**config.mk**
```make
export PLATFORM = sky130hd
export DESIGN_NAME = xlate_id_regs
export DESIGN_NICKNAME = d
export VERILOG_FILES = /design/src/xlate_id_pkg.sv /design/src/mem_attr_decode.sv /design/src/xlate_id_regs.sv
export SDC_FILE = /design/constraint.sdc
export NUM_CORES = 1
export LEC_CHECK = 0
export BUFFER_PORTS_ARGS = -buffer_cell sky130_fd_sc_hd__buf_2
export CAP_MARGIN = 30
export CORE_MARGIN = 2
export CORE_UTILIZATION = 49
export CTS_CLUSTER_SIZE = 14
export DETAILED_ROUTE_END_ITERATION = 6
export GPL_TIMING_DRIVEN = 0
export PLACE_DENSITY_LB_ADDON = 0.08
export REMOVE_ABC_BUFFERS = 1
export SLEW_MARGIN = 20
export SYNTH_ARGS = -nofsm -noshare
export SYNTH_HDL_FRONTEND = slang
export SYNTH_HIERARCHICAL = 1
export SYNTH_SLANG_ARGS = --single-unit
export TNS_END_PERCENT = 5
```
**constraint.sdc**
```tcl
create_clock -name CLOCK -period 1.25 [get_ports CLOCK]
set_clock_uncertainty 0.05 [all_clocks]
set_input_delay 0.0625 -clock CLOCK [delete_from_list [all_inputs] [get_ports CLOCK]]
set_output_delay 0.0625 -clock CLOCK [all_outputs]
set_load 0.01 [all_outputs]
```
**src/xlate_id_pkg.sv**
```systemverilog
// Package: register map, field layout, reset values and types of the identification/attribute block
package xlate_id_pkg;
	// ----------------------------------------
	// Register offsets
	// ----------------------------------------
	localparam logic [11:0] OFF_ID_WORD0 = 12'h000;
	localparam logic [11:0] OFF_SEC_CFG1 = 12'h004;
	localparam logic [11:0] OFF_ATTR_REG = 12'h008;
	localparam logic [11:0] OFF_ATTR_STAT = 12'h00C;
	// ----------------------------------------
	// Identification word fields
	// ----------------------------------------
	localparam int SEC_BIT = 31;
	localparam int S1_BIT = 30;
	localparam int S2_BIT = 29;
	localparam int NEST_BIT = 28;
	localparam int MATCH_BIT = 27;
	localparam int LONGD_BIT = 24;
	localparam int IRQ_LSB = 16;
	localparam int WALK_BIT = 14;
	localparam int MAINT_BIT = 13;
	localparam int SIDW_LSB = 9;
	localparam int GRP_LSB = 0;
	// ----------------------------------------
	// Secure config register 1 fields
	// ----------------------------------------
	localparam int OVR_GRP_LSB = 0;
	localparam int OVR_IRQ_LSB = 8;
	localparam logic [7:0] OVR_RESET = 8'h00;
	// ----------------------------------------
	// Multi-format attribute register fields
	// ----------------------------------------
	localparam int FMT_LSB = 8;
	localparam int ATTR_LSB = 0;
	localparam int EXTRA_LSB = 4;
	localparam logic [3:0] ATTR_RESET = 4'h0;
	localparam logic [3:0] EXTRA_RESET = 4'h0;
	localparam logic [1:0] FMT_RESET = 2'h0;
	localparam logic [1:0] FMT_ATTR = 2'h1;
	// ----------------------------------------
	// Attribute encodings
	// ----------------------------------------
	localparam logic [1:0] ENC_00 = 2'h0;
	localparam logic [1:0] ENC_01 = 2'h1;
	localparam logic [1:0] ENC_10 = 2'h2;
	localparam logic [1:0] ENC_11 = 2'h3;
	localparam logic [31:0] ZERO_WORD = 32'h0000_0000;

	typedef enum logic [2:0] {MT_STRONG, MT_DEVICE, MT_NORMAL, MT_UNPRED} mem_type_t;
	typedef enum logic [1:0] {CA_NA, CA_NC, CA_WT, CA_WB} cache_t;

	typedef struct packed {
		mem_type_t mtype;
		cache_t outer;
		cache_t inner;
		logic unpred;
	} attr_decode_t;

	typedef struct packed {
		logic sec;
		logic s1;
		logic s2;
		logic nest;
		logic match;
		logic longd;
		logic walk;
		logic maint;
		logic [7:0] irq;
		logic [3:0] sidw;
		logic [7:0] grp;
	} caps_t;
endpackage : xlate_id_pkg

```
**src/mem_attr_decode.sv**
```systemverilog
// Memory-attribute field decoder
`timescale 1ns/1ps
module mem_attr_decode
	import xlate_id_pkg::*;
(
	// Attribute in
	input wire logic [3:0] memory_attribute_field,
	// Decode out
	output attr_decode_t dec
);
	always_comb begin
		dec = '{mtype: MT_NORMAL, outer: CA_NA, inner: CA_NA, unpred: 1'b0};
		if (memory_attribute_field[3:2] == ENC_00) begin
			dec.outer = CA_NA;
			dec.inner = CA_NA;
			if (memory_attribute_field[1:0] == ENC_00) begin
				dec.mtype = MT_STRONG;
			end else if (memory_attribute_field[1:0] == ENC_01) begin
				dec.mtype = MT_DEVICE;
			end else begin
				dec.mtype = MT_UNPRED;
				dec.unpred = 1'b1;
			end
		end else begin
			dec.mtype = MT_NORMAL;
			dec.outer = cache_t'(memory_attribute_field[3:2]);
			dec.inner = cache_t'(memory_attribute_field[1:0]);
			if (memory_attribute_field[1:0] == ENC_00) begin
				dec.inner = CA_NA;
				dec.unpred = 1'b1;
			end
		end
	end
endmodule : mem_attr_decode

```
**src/xlate_id_regs.sv**
```systemverilog
// Identification word, secure override, multi-format attribute register and APB slave
//
// Notes on behaviour
// - Upper attribute bits 00 mean strongly-ordered or device, no cacheability.
// - Nonzero upper pair means normal memory; outer cacheability NC, WT, WB.
// - Lower bits 00 strongly-ordered, 01 device; 10 and 11 unpredictable.
// - Normal memory inner cacheability 01 NC, 10 WT, 11 WB; 00 unpredictable.
// - Reserved field reads back last successfully written value.
// - Unwritten reserved field reads its reset value.
// - Writing a reserved field still updates its own storage.
// - Reserved field value affects nothing but readback.
// - Format change making field meaningful applies its last written value.
// - Identification word is read-only 32 bits; writes have no effect.
// - Bits 23:16 report context interrupt count, 0 to 128.
// - Non-secure reads of irq and group counts return secure overrides.
// - Bit 14 reports coherent walk support.
// - Bit 13 reports broadcast maintenance support.
// - Bits 12:9 report stream identifier width, 0 to 15.
// - Bits 7:0 report mapping group count, at least 1 with matching.
//
// The APB interface to the registers and the register offsets are this design's own decisions.
`timescale 1ns/1ps
module xlate_id_regs
	import xlate_id_pkg::*;
#(
	parameter logic SEC_IMPL = 1'b1,
	parameter logic S1_IMPL = 1'b1,
	parameter logic S2_IMPL = 1'b1,
	parameter logic NEST_IMPL = 1'b1,
	parameter logic MATCH_IMPL = 1'b1,
	parameter logic LONGD_IMPL = 1'b0,
	parameter logic WALK_IMPL = 1'b1,
	parameter logic MAINT_IMPL = 1'b1,
	parameter logic [7:0] IRQ_IMPL = 8'h08,
	parameter logic [3:0] SIDW_IMPL = 4'hA,
	parameter logic [7:0] GRP_IMPL = 8'h10
)(
	// Clock and reset
	input wire logic CLOCK,
	input wire logic RST_B,
	// APB slave
	input wire logic PSEL,
	input wire logic PENABLE,
	input wire logic PWRITE,
	input wire logic [11:0] PADDR,
	input wire logic [31:0] PWDATA,
	input wire logic [3:0] PSTRB,
	input wire logic [2:0] PPROT,
	output logic [31:0] PRDATA,
	output logic PREADY,
	output logic PSLVERR,
	// Decoded attribute
	output attr_decode_t ATTR_DEC,
	output logic ATTR_ACTIVE
);
	// ----------------------------------------
	// Implemented capabilities
	// ----------------------------------------
	caps_t caps;
	always_comb begin
		caps.sec = SEC_IMPL;
		caps.nest = NEST_IMPL;
		caps.s1 = S1_IMPL | NEST_IMPL;
		caps.s2 = S2_IMPL | NEST_IMPL;
		caps.match = MATCH_IMPL;
		caps.longd = LONGD_IMPL;
		caps.walk = WALK_IMPL;
		caps.maint = MAINT_IMPL;
		caps.irq = (IRQ_IMPL > 8'd128) ? 8'd128 : IRQ_IMPL;
		caps.sidw = SIDW_IMPL;
		caps.grp = (MATCH_IMPL && GRP_IMPL == 8'd0) ? 8'd1 : ((GRP_IMPL > 8'd127) ? 8'd127 : GRP_IMPL);
	end

	// ----------------------------------------
	// Register state
	// ----------------------------------------
	logic [7:0] ovr_irq_reg, ovr_irq_next;
	logic [7:0] ovr_grp_reg, ovr_grp_next;
	logic [1:0] fmt_reg, fmt_next;
	logic [3:0] attr_reg, attr_next;
	logic [3:0] extra_reg, extra_next;
	logic [31:0] prdata_reg, prdata_next;
	logic pready_reg, pready_next;
	logic pslverr_reg, pslverr_next;
	attr_decode_t dec_reg, dec_next;
	logic active_reg, active_next;
	attr_decode_t dec_w;
	logic [31:0] id_word;
	logic nonsec;
	logic setup;
	logic wr;

	assign nonsec = PPROT[1];
	assign setup = PSEL && !PENABLE;
	assign wr = setup && PWRITE;

	mem_attr_decode u_dec (
		.memory_attribute_field(attr_reg),
		.dec(dec_w)
	);

	// ----------------------------------------
	// Identification word view
	// ----------------------------------------
	always_comb begin
		id_word = ZERO_WORD;
		id_word[SEC_BIT] = caps.sec & ~nonsec;
		id_word[S1_BIT] = caps.s1;
		id_word[S2_BIT] = caps.s2;
		id_word[NEST_BIT] = caps.nest;
		id_word[MATCH_BIT] = caps.match;
		id_word[LONGD_BIT] = caps.longd;
		id_word[IRQ_LSB +: 8] = (caps.sec && nonsec) ? ovr_irq_reg : caps.irq;
		id_word[WALK_BIT] = caps.walk;
		id_word[MAINT_BIT] = caps.maint;
		id_word[SIDW_LSB +: 4] = caps.sidw;
		id_word[GRP_LSB +: 8] = (caps.sec && nonsec) ? ovr_grp_reg : caps.grp;
	end

	// ----------------------------------------
	// Next state
	// ----------------------------------------
	always_comb begin
		ovr_irq_next = ovr_irq_reg;
		ovr_grp_next = ovr_grp_reg;
		fmt_next = fmt_reg;
		attr_next = attr_reg;
		extra_next = extra_reg;
		prdata_next = prdata_reg;
		pready_next = 1'b0;
		pslverr_next = 1'b0;
		if (setup) begin
			pready_next = 1'b1;
			prdata_next = ZERO_WORD;
			if (PADDR == OFF_ID_WORD0) begin
				if (!PWRITE) begin
					prdata_next = id_word;
				end
			end else if (PADDR == OFF_SEC_CFG1) begin
				if (nonsec) begin
					pslverr_next = 1'b1;
				end else if (wr) begin
					if (PSTRB[0]) begin
						ovr_grp_next = PWDATA[OVR_GRP_LSB +: 8];
					end
					if (PSTRB[1]) begin
						ovr_irq_next = PWDATA[OVR_IRQ_LSB +: 8];
					end
				end else begin
					prdata_next[OVR_GRP_LSB +: 8] = ovr_grp_reg;
					prdata_next[OVR_IRQ_LSB +: 8] = ovr_irq_reg;
				end
			end else if (PADDR == OFF_ATTR_REG) begin
				if (wr) begin
					// Every field has own storage whatever the format
					if (PSTRB[0]) begin
						attr_next = PWDATA[ATTR_LSB +: 4];
						extra_next = PWDATA[EXTRA_LSB +: 4];
					end
					if (PSTRB[1]) begin
						fmt_next = PWDATA[FMT_LSB +: 2];
					end
				end else begin
					prdata_next[ATTR_LSB +: 4] = attr_reg;
					prdata_next[EXTRA_LSB +: 4] = extra_reg;
					prdata_next[FMT_LSB +: 2] = fmt_reg;
				end
			end else if (PADDR == OFF_ATTR_STAT) begin
				if (!PWRITE) begin
					prdata_next = {22'h0, dec_reg.unpred, active_reg, 1'b0, dec_reg.mtype,
						dec_reg.outer, dec_reg.inner};
				end
			end else begin
				pslverr_next = 1'b1;
			end
		end
	end

	// Attribute only steers the decode while the format gives it meaning
	always_comb begin
		active_next = (fmt_reg == FMT_ATTR);
		dec_next = active_next ? dec_w : '{mtype: MT_STRONG, outer: CA_NA, inner: CA_NA, unpred: 1'b0};
	end

	always_ff @(posedge CLOCK or negedge RST_B) begin
		if (!RST_B) begin
			ovr_irq_reg <= OVR_RESET;
			ovr_grp_reg <= OVR_RESET;
			fmt_reg <= FMT_RESET;
			attr_reg <= ATTR_RESET;
			extra_reg <= EXTRA_RESET;
			prdata_reg <= ZERO_WORD;
			pready_reg <= 1'b0;
			pslverr_reg <= 1'b0;
			dec_reg <= '{mtype: MT_STRONG, outer: CA_NA, inner: CA_NA, unpred: 1'b0};
			active_reg <= 1'b0;
		end else begin
			ovr_irq_reg <= ovr_irq_next;
			ovr_grp_reg <= ovr_grp_next;
			fmt_reg <= fmt_next;
			attr_reg <= attr_next;
			extra_reg <= extra_next;
			prdata_reg <= prdata_next;
			pready_reg <= pready_next;
			pslverr_reg <= pslverr_next;
			dec_reg <= dec_next;
			active_reg <= active_next;
		end
	end

	assign PRDATA = prdata_reg;
	assign PREADY = pready_reg;
	assign PSLVERR = pslverr_reg;
	assign ATTR_DEC = dec_reg;
	assign ATTR_ACTIVE = active_reg;

	// ----------------------------------------
	// Assertions
	// ----------------------------------------
	property p_id_ro;
		@(posedge CLOCK) disable iff (!RST_B)
		(wr && PADDR == OFF_ID_WORD0) |=> (PRDATA == ZERO_WORD && !PSLVERR);
	endproperty
	a_id_ro: assert property (p_id_ro) else $error("Id word write returned data");

	property p_ns_irq;
		@(posedge CLOCK) disable iff (!RST_B)
		(setup && !PWRITE && PADDR == OFF_ID_WORD0 && nonsec && caps.sec) |=>
			(PRDATA[23:16] == $past(ovr_irq_reg) && PRDATA[7:0] == $past(ovr_grp_reg));
	endproperty
	a_ns_irq: assert property (p_ns_irq) else $error("Non-secure counts not overridden");

	property p_ns_sec;
		@(posedge CLOCK) disable iff (!RST_B)
		(setup && !PWRITE && PADDR == OFF_ID_WORD0 && nonsec) |=> !PRDATA[31];
	endproperty
	a_ns_sec: assert property (p_ns_sec) else $error("Security flag visible to non-secure");

	property p_sec_fields;
		@(posedge CLOCK) disable iff (!RST_B)
		(setup && !PWRITE && PADDR == OFF_ID_WORD0 && !nonsec) |=>
			(PRDATA[14] == WALK_IMPL && PRDATA[13] == MAINT_IMPL && PRDATA[12:9] == SIDW_IMPL
			&& PRDATA[23:16] <= 8'd128 && PRDATA[31] == SEC_IMPL);
	endproperty
	a_sec_fields: assert property (p_sec_fields) else $error("Id fields wrong");

	property p_grp;
		@(posedge CLOCK) disable iff (!RST_B)
		(setup && !PWRITE && PADDR == OFF_ID_WORD0 && !nonsec && MATCH_IMPL) |=> (PRDATA[7:0] >= 8'd1);
	endproperty
	a_grp: assert property (p_grp) else $error("Group count zero with matching");

	property p_nest;
		@(posedge CLOCK) disable iff (!RST_B)
		(PREADY && PRDATA[28] && $past(PADDR) == OFF_ID_WORD0) |-> (PRDATA[30] && PRDATA[29]);
	endproperty
	a_nest: assert property (p_nest) else $error("Nested without both stages");

	property p_store;
		@(posedge CLOCK) disable iff (!RST_B)
		(wr && PADDR == OFF_ATTR_REG && PSTRB[0]) |=> (extra_reg == $past(PWDATA[7:4]) && attr_reg == $past(PWDATA[3:0]));
	endproperty
	a_store: assert property (p_store) else $error("Reserved field not stored");

	property p_readback;
		@(posedge CLOCK) disable iff (!RST_B)
		(setup && !PWRITE && PADDR == OFF_ATTR_REG) |=> (PRDATA[7:4] == extra_reg && PRDATA[3:0] == attr_reg);
	endproperty
	a_readback: assert property (p_readback) else $error("Stored field readback wrong");

	property p_inactive;
		@(posedge CLOCK) disable iff (!RST_B)
		(fmt_reg != FMT_ATTR) |=> (!ATTR_ACTIVE && ATTR_DEC.mtype == MT_STRONG);
	endproperty
	a_inactive: assert property (p_inactive) else $error("Reserved field steered decode");

	property p_apply;
		@(posedge CLOCK) disable iff (!RST_B)
		(fmt_reg == FMT_ATTR) |=> (ATTR_ACTIVE && ATTR_DEC == $past(dec_w));
	endproperty
	a_apply: assert property (p_apply) else $error("Format change did not apply field");

	property p_dev_nocache;
		@(posedge CLOCK) disable iff (!RST_B)
		(fmt_reg == FMT_ATTR && attr_reg[3:2] == ENC_00) |=> (ATTR_DEC.outer == CA_NA && ATTR_DEC.inner == CA_NA);
	endproperty
	a_dev_nocache: assert property (p_dev_nocache) else $error("Device type shows cacheability");

	property p_so_dev;
		@(posedge CLOCK) disable iff (!RST_B)
		(fmt_reg == FMT_ATTR && attr_reg[3:2] == ENC_00 && !attr_reg[1]) |=>
			(ATTR_DEC.mtype == ($past(attr_reg[0]) ? MT_DEVICE : MT_STRONG));
	endproperty
	a_so_dev: assert property (p_so_dev) else $error("Strongly-ordered or device decode wrong");

	property p_normal;
		@(posedge CLOCK) disable iff (!RST_B)
		(fmt_reg == FMT_ATTR && attr_reg[3:2] != ENC_00) |=>
			(ATTR_DEC.mtype == MT_NORMAL && ATTR_DEC.outer == cache_t'($past(attr_reg[3:2])));
	endproperty
	a_normal: assert property (p_normal) else $error("Normal memory outer decode wrong");

	property p_inner;
		@(posedge CLOCK) disable iff (!RST_B)
		(fmt_reg == FMT_ATTR && attr_reg[3:2] != ENC_00 && attr_reg[1:0] != ENC_00) |=>
			(ATTR_DEC.inner == cache_t'($past(attr_reg[1:0])) && !ATTR_DEC.unpred);
	endproperty
	a_inner: assert property (p_inner) else $error("Normal memory inner decode wrong");

	c_ns_read: cover property (@(posedge CLOCK) setup && nonsec && PADDR == OFF_ID_WORD0);
	c_fmt_on: cover property (@(posedge CLOCK) $rose(ATTR_ACTIVE));
	c_err: cover property (@(posedge CLOCK) PSLVERR);
	c_unpred: cover property (@(posedge CLOCK) ATTR_DEC.unpred);
endmodule : xlate_id_regs

```
==> results.json <==
{
  "vdd_ir_drop_max_v": 0.000659,
  "first_iter_violations": 93,
  "grt_pass1_vias": 2141,
  "switchingPower_uw": 859,
  "reg2reg_from": "attr_reg[2]",
  "final_cell_mix": "buf_2 (72), dfrtp_1 (62), dlygate4sd3_1 (18)",
  "power_uw": 3830,
  "synth_top_area_cell": "dfrtp_1",
  "syn_area_per_cell_um2": 12.7,
  "cpMostUsedCell": "buf_6",
  "postSynthCellCount": 216,
  "coreArea_um2": 5470,
  "via_count": 2060,
  "htree_levels": 3,
  "die_h_um": 78.9,
  "share_comb_of_total_power_pct": 7.3,
  "dieArea_um2": 6230,
  "synth_area_leaders": "dfrtp_1 (57%), mux2_2 (10%), a22o_1 (2.9%)",
  "cts.sinks": 63,
  "period_share_pct": 128,
  "top_layer": "met4",
  "rsz0062_at_grt": "true",
  "cp.required_ps": 1410,
  "avgViaCountPerCell": 5.32,
  "startpoint_type": "primary input",
  "internal_power_uw": 2970,
  "ys_seq_area_share_pct": 57.4,
  "grt_pass1_wl_um": 10600,
  "port-buffer-count": 75,
  "r2r-end": "ATTR_DEC[0]",
  "crit_arrival_ps": 1770,
  "fp.dieW_um": 78.9,
  "yosysWarnings": 6,
  "clockBufferDepth": 2,
  "setup_ws_ps": -352,
  "violations": "setup timing",
  "drv_slew": 0,
  "setup-tns-final_ps": -7370,
  "crit_chain": "buf_6 > or4_4 > or3_4 > nor3_4 > buf_6 > mux2_4",
  "cap_violations": 0,
  "grt_overflow": 0,
  "crit_type": "in2reg",
  "drive_gt1_share_pct": 46.3,
  "hold_class": "in2reg",
  "min_path_cells": 3,
  "path_clk_slew_ps": 60,
  "clock-root-buffer": "clkbuf_8",
  "synth_cell_types": 43,
  "diodes": 0,
  "detail-route-antenna-nets": 0,
  "hold_start": "PPROT[1]",
  "final_area_um2": 3740,
  "whs_ps": 35.8,
  "grtUsageTotal_pct": 22.5,
  "rows": 27,
  "end_kind": "register",
  "ys_ff_latch": 63,
  "hold_viol_final": 0,
  "r2r_setup_slack_ps": 60,
  "r2r_cells": 3,
  "drt_drc_violations_left": 0,
  "cp_slowest_cell": "or4_4",
  "setup_violations": 33,
  "largest_reg_flops": 26,
  "clock_latency_ps": 330,
  "antenna_found_initial": 0,
  "cts_tree": "built",
  "critPathMaxFanout": 6,
  "hold_path_end": "PSLVERR",
  "seq_power_share_pct": 53.4,
  "fin_crit_ps": 1600,
  "wl_per_cell_um": 16.9,
  "start_util_pct": 50.2,
  "postRouteWirelength_um": 6520,
  "wl_met3_um": 265,
  "nNetsFinal": 368,
  "p_per_area_nw_per_um2": 1020,
  "gp_congestion": 0.736,
  "area_growth_pct": 36.1,
  "yosys.area.top_type_share_pct": 57.4,
  "status": "complete, but fails checks",
  "syn-cell-area_um2": 2750,
  "grt_max_degree": 43,
  "dpl-instance-area_um2": 3160,
  "dp_hpwl_um": 4320,
  "clock.fmax_mhz": 624,
  "dr.pass1.iters": 4,
  "layout_commonest_cell": "buf_2",
  "wl_met2_um": 3410,
  "cts_buffers": 9,
  "ios": 99,
  "p_leak_uw": 0.00194,
  "clock_power_share_pct": 39.3,
  "largest_register": "PRDATA",
  "swShare_pct": 22.4,
  "cpPeakStageDelay_ps": 530,
  "wl_met1_um": 2760
}
power by group through the flow:
stage / Combinational, µW / Sequential (µW) / Clock (µW)
after floorplan: 52.9 / 2080 / 0
after global placement: 196 / 2080 / 0
after detailed placement: 212 / 2080 / 0
after CTS: 268 / 2040 / 1550
after global routing: 312 / 2040 / 1620
final: 281 / 2040 / 1500
how the worst max path moves through the flow:
| stage | depth (start not counted) | slack, ps | from | to |
|---|---|---|---|---|
| 3_3_place_gp | 6 | -1380 | PENABLE | extra_reg[2] |
| 2_1_floorplan | 5 | -650 | PENABLE | attr_reg[0] |
| 5_1_grt | 6 | -390 | PADDR[4] | ovr_irq_reg[4] |
| 3_5_place_dp | 6 | -1050 | PENABLE | attr_reg[0] |
| 6_report | 6 | -350 | PADDR[4] | ovr_irq_reg[4] |
| 4_1_cts | 6 | -360 | PADDR[6] | ovr_grp_reg[2] |
metrics by stage:
stage	util (%)	setup slack (ps)	std cells
floorplan	-	-649	200
global placement	57.1	-1380	347
detailed placement	57.8	-1050	349
CTS	66.8	-358	387
global route	68.4	-390	387
finish	68.4	-352	387
final cells by class:
cell class	instances	area (µm²)
flip-flops and latches	63	1580
clock inverters	1	5.00
inverters	2	7.51
well taps	72	90.1
repair buffers	101	679
clock buffers	13	159
fillers	437	1730
multi-input cells	135	1220
worst max-delay path: cells and delay by family:
| kind | cells | cell delay (ps) |
|---|---|---|
| multiplexers | 1 | 300 |
| buffers and inverters | 2 | 260 |
| AND/OR/NAND/NOR | 3 | 1130 |
kinds of logic after synthesis:
family | synth area share [%]
DFF | 57.4
muxes | 13.7
AOI/OAI and AO/OA | 9.92
other | 0.273
adders and majority gates | 0.364
and+or+nand+nor | 14.3
buffers and inverters | 3.73
xor gates and xnor gates | 0.319
cells in the mapped netlist (all sizes together):
library cell and instances:
dfrtp 63, mux2 27, o21ai 10, a22o 9, and2 9, buf 9
clkbuf 9, a32oi 8, mux2i 7, nand3 6, nand2 5, nor2 5
nor2b 5, nor3 5, a221o 4, nand4 4, nor4 4, nand2b 3
a21oi 2, a22oi 2, and2b 2, conb 2, inv 2, or2 2
or3 2, or4 2, a211o 1, and3b 1, and4 1, maj3 1
nand3b 1, nor3b 1, nor4b 1, xor2 1
timing repair:
action / 4_1_cts / 5_1_grt
gates resized for setup: 22 / 24
pin swaps: 5 / 7
cloned: 0 / 0
hold buffers: 18 / 0
endpoints found under the setup margin: 53 / 52
hold endpoints to repair: 90 / 0
setup buffers: 6 / 0
metal layers:
layer  up-vias  track usage [%]
met1      1025             27.4
met3         9             4.66
met2        56             38.5
li1        970                -
met5         -                0
met4         0             10.3
Note: power is estimated with default switching activity, not from simulation.
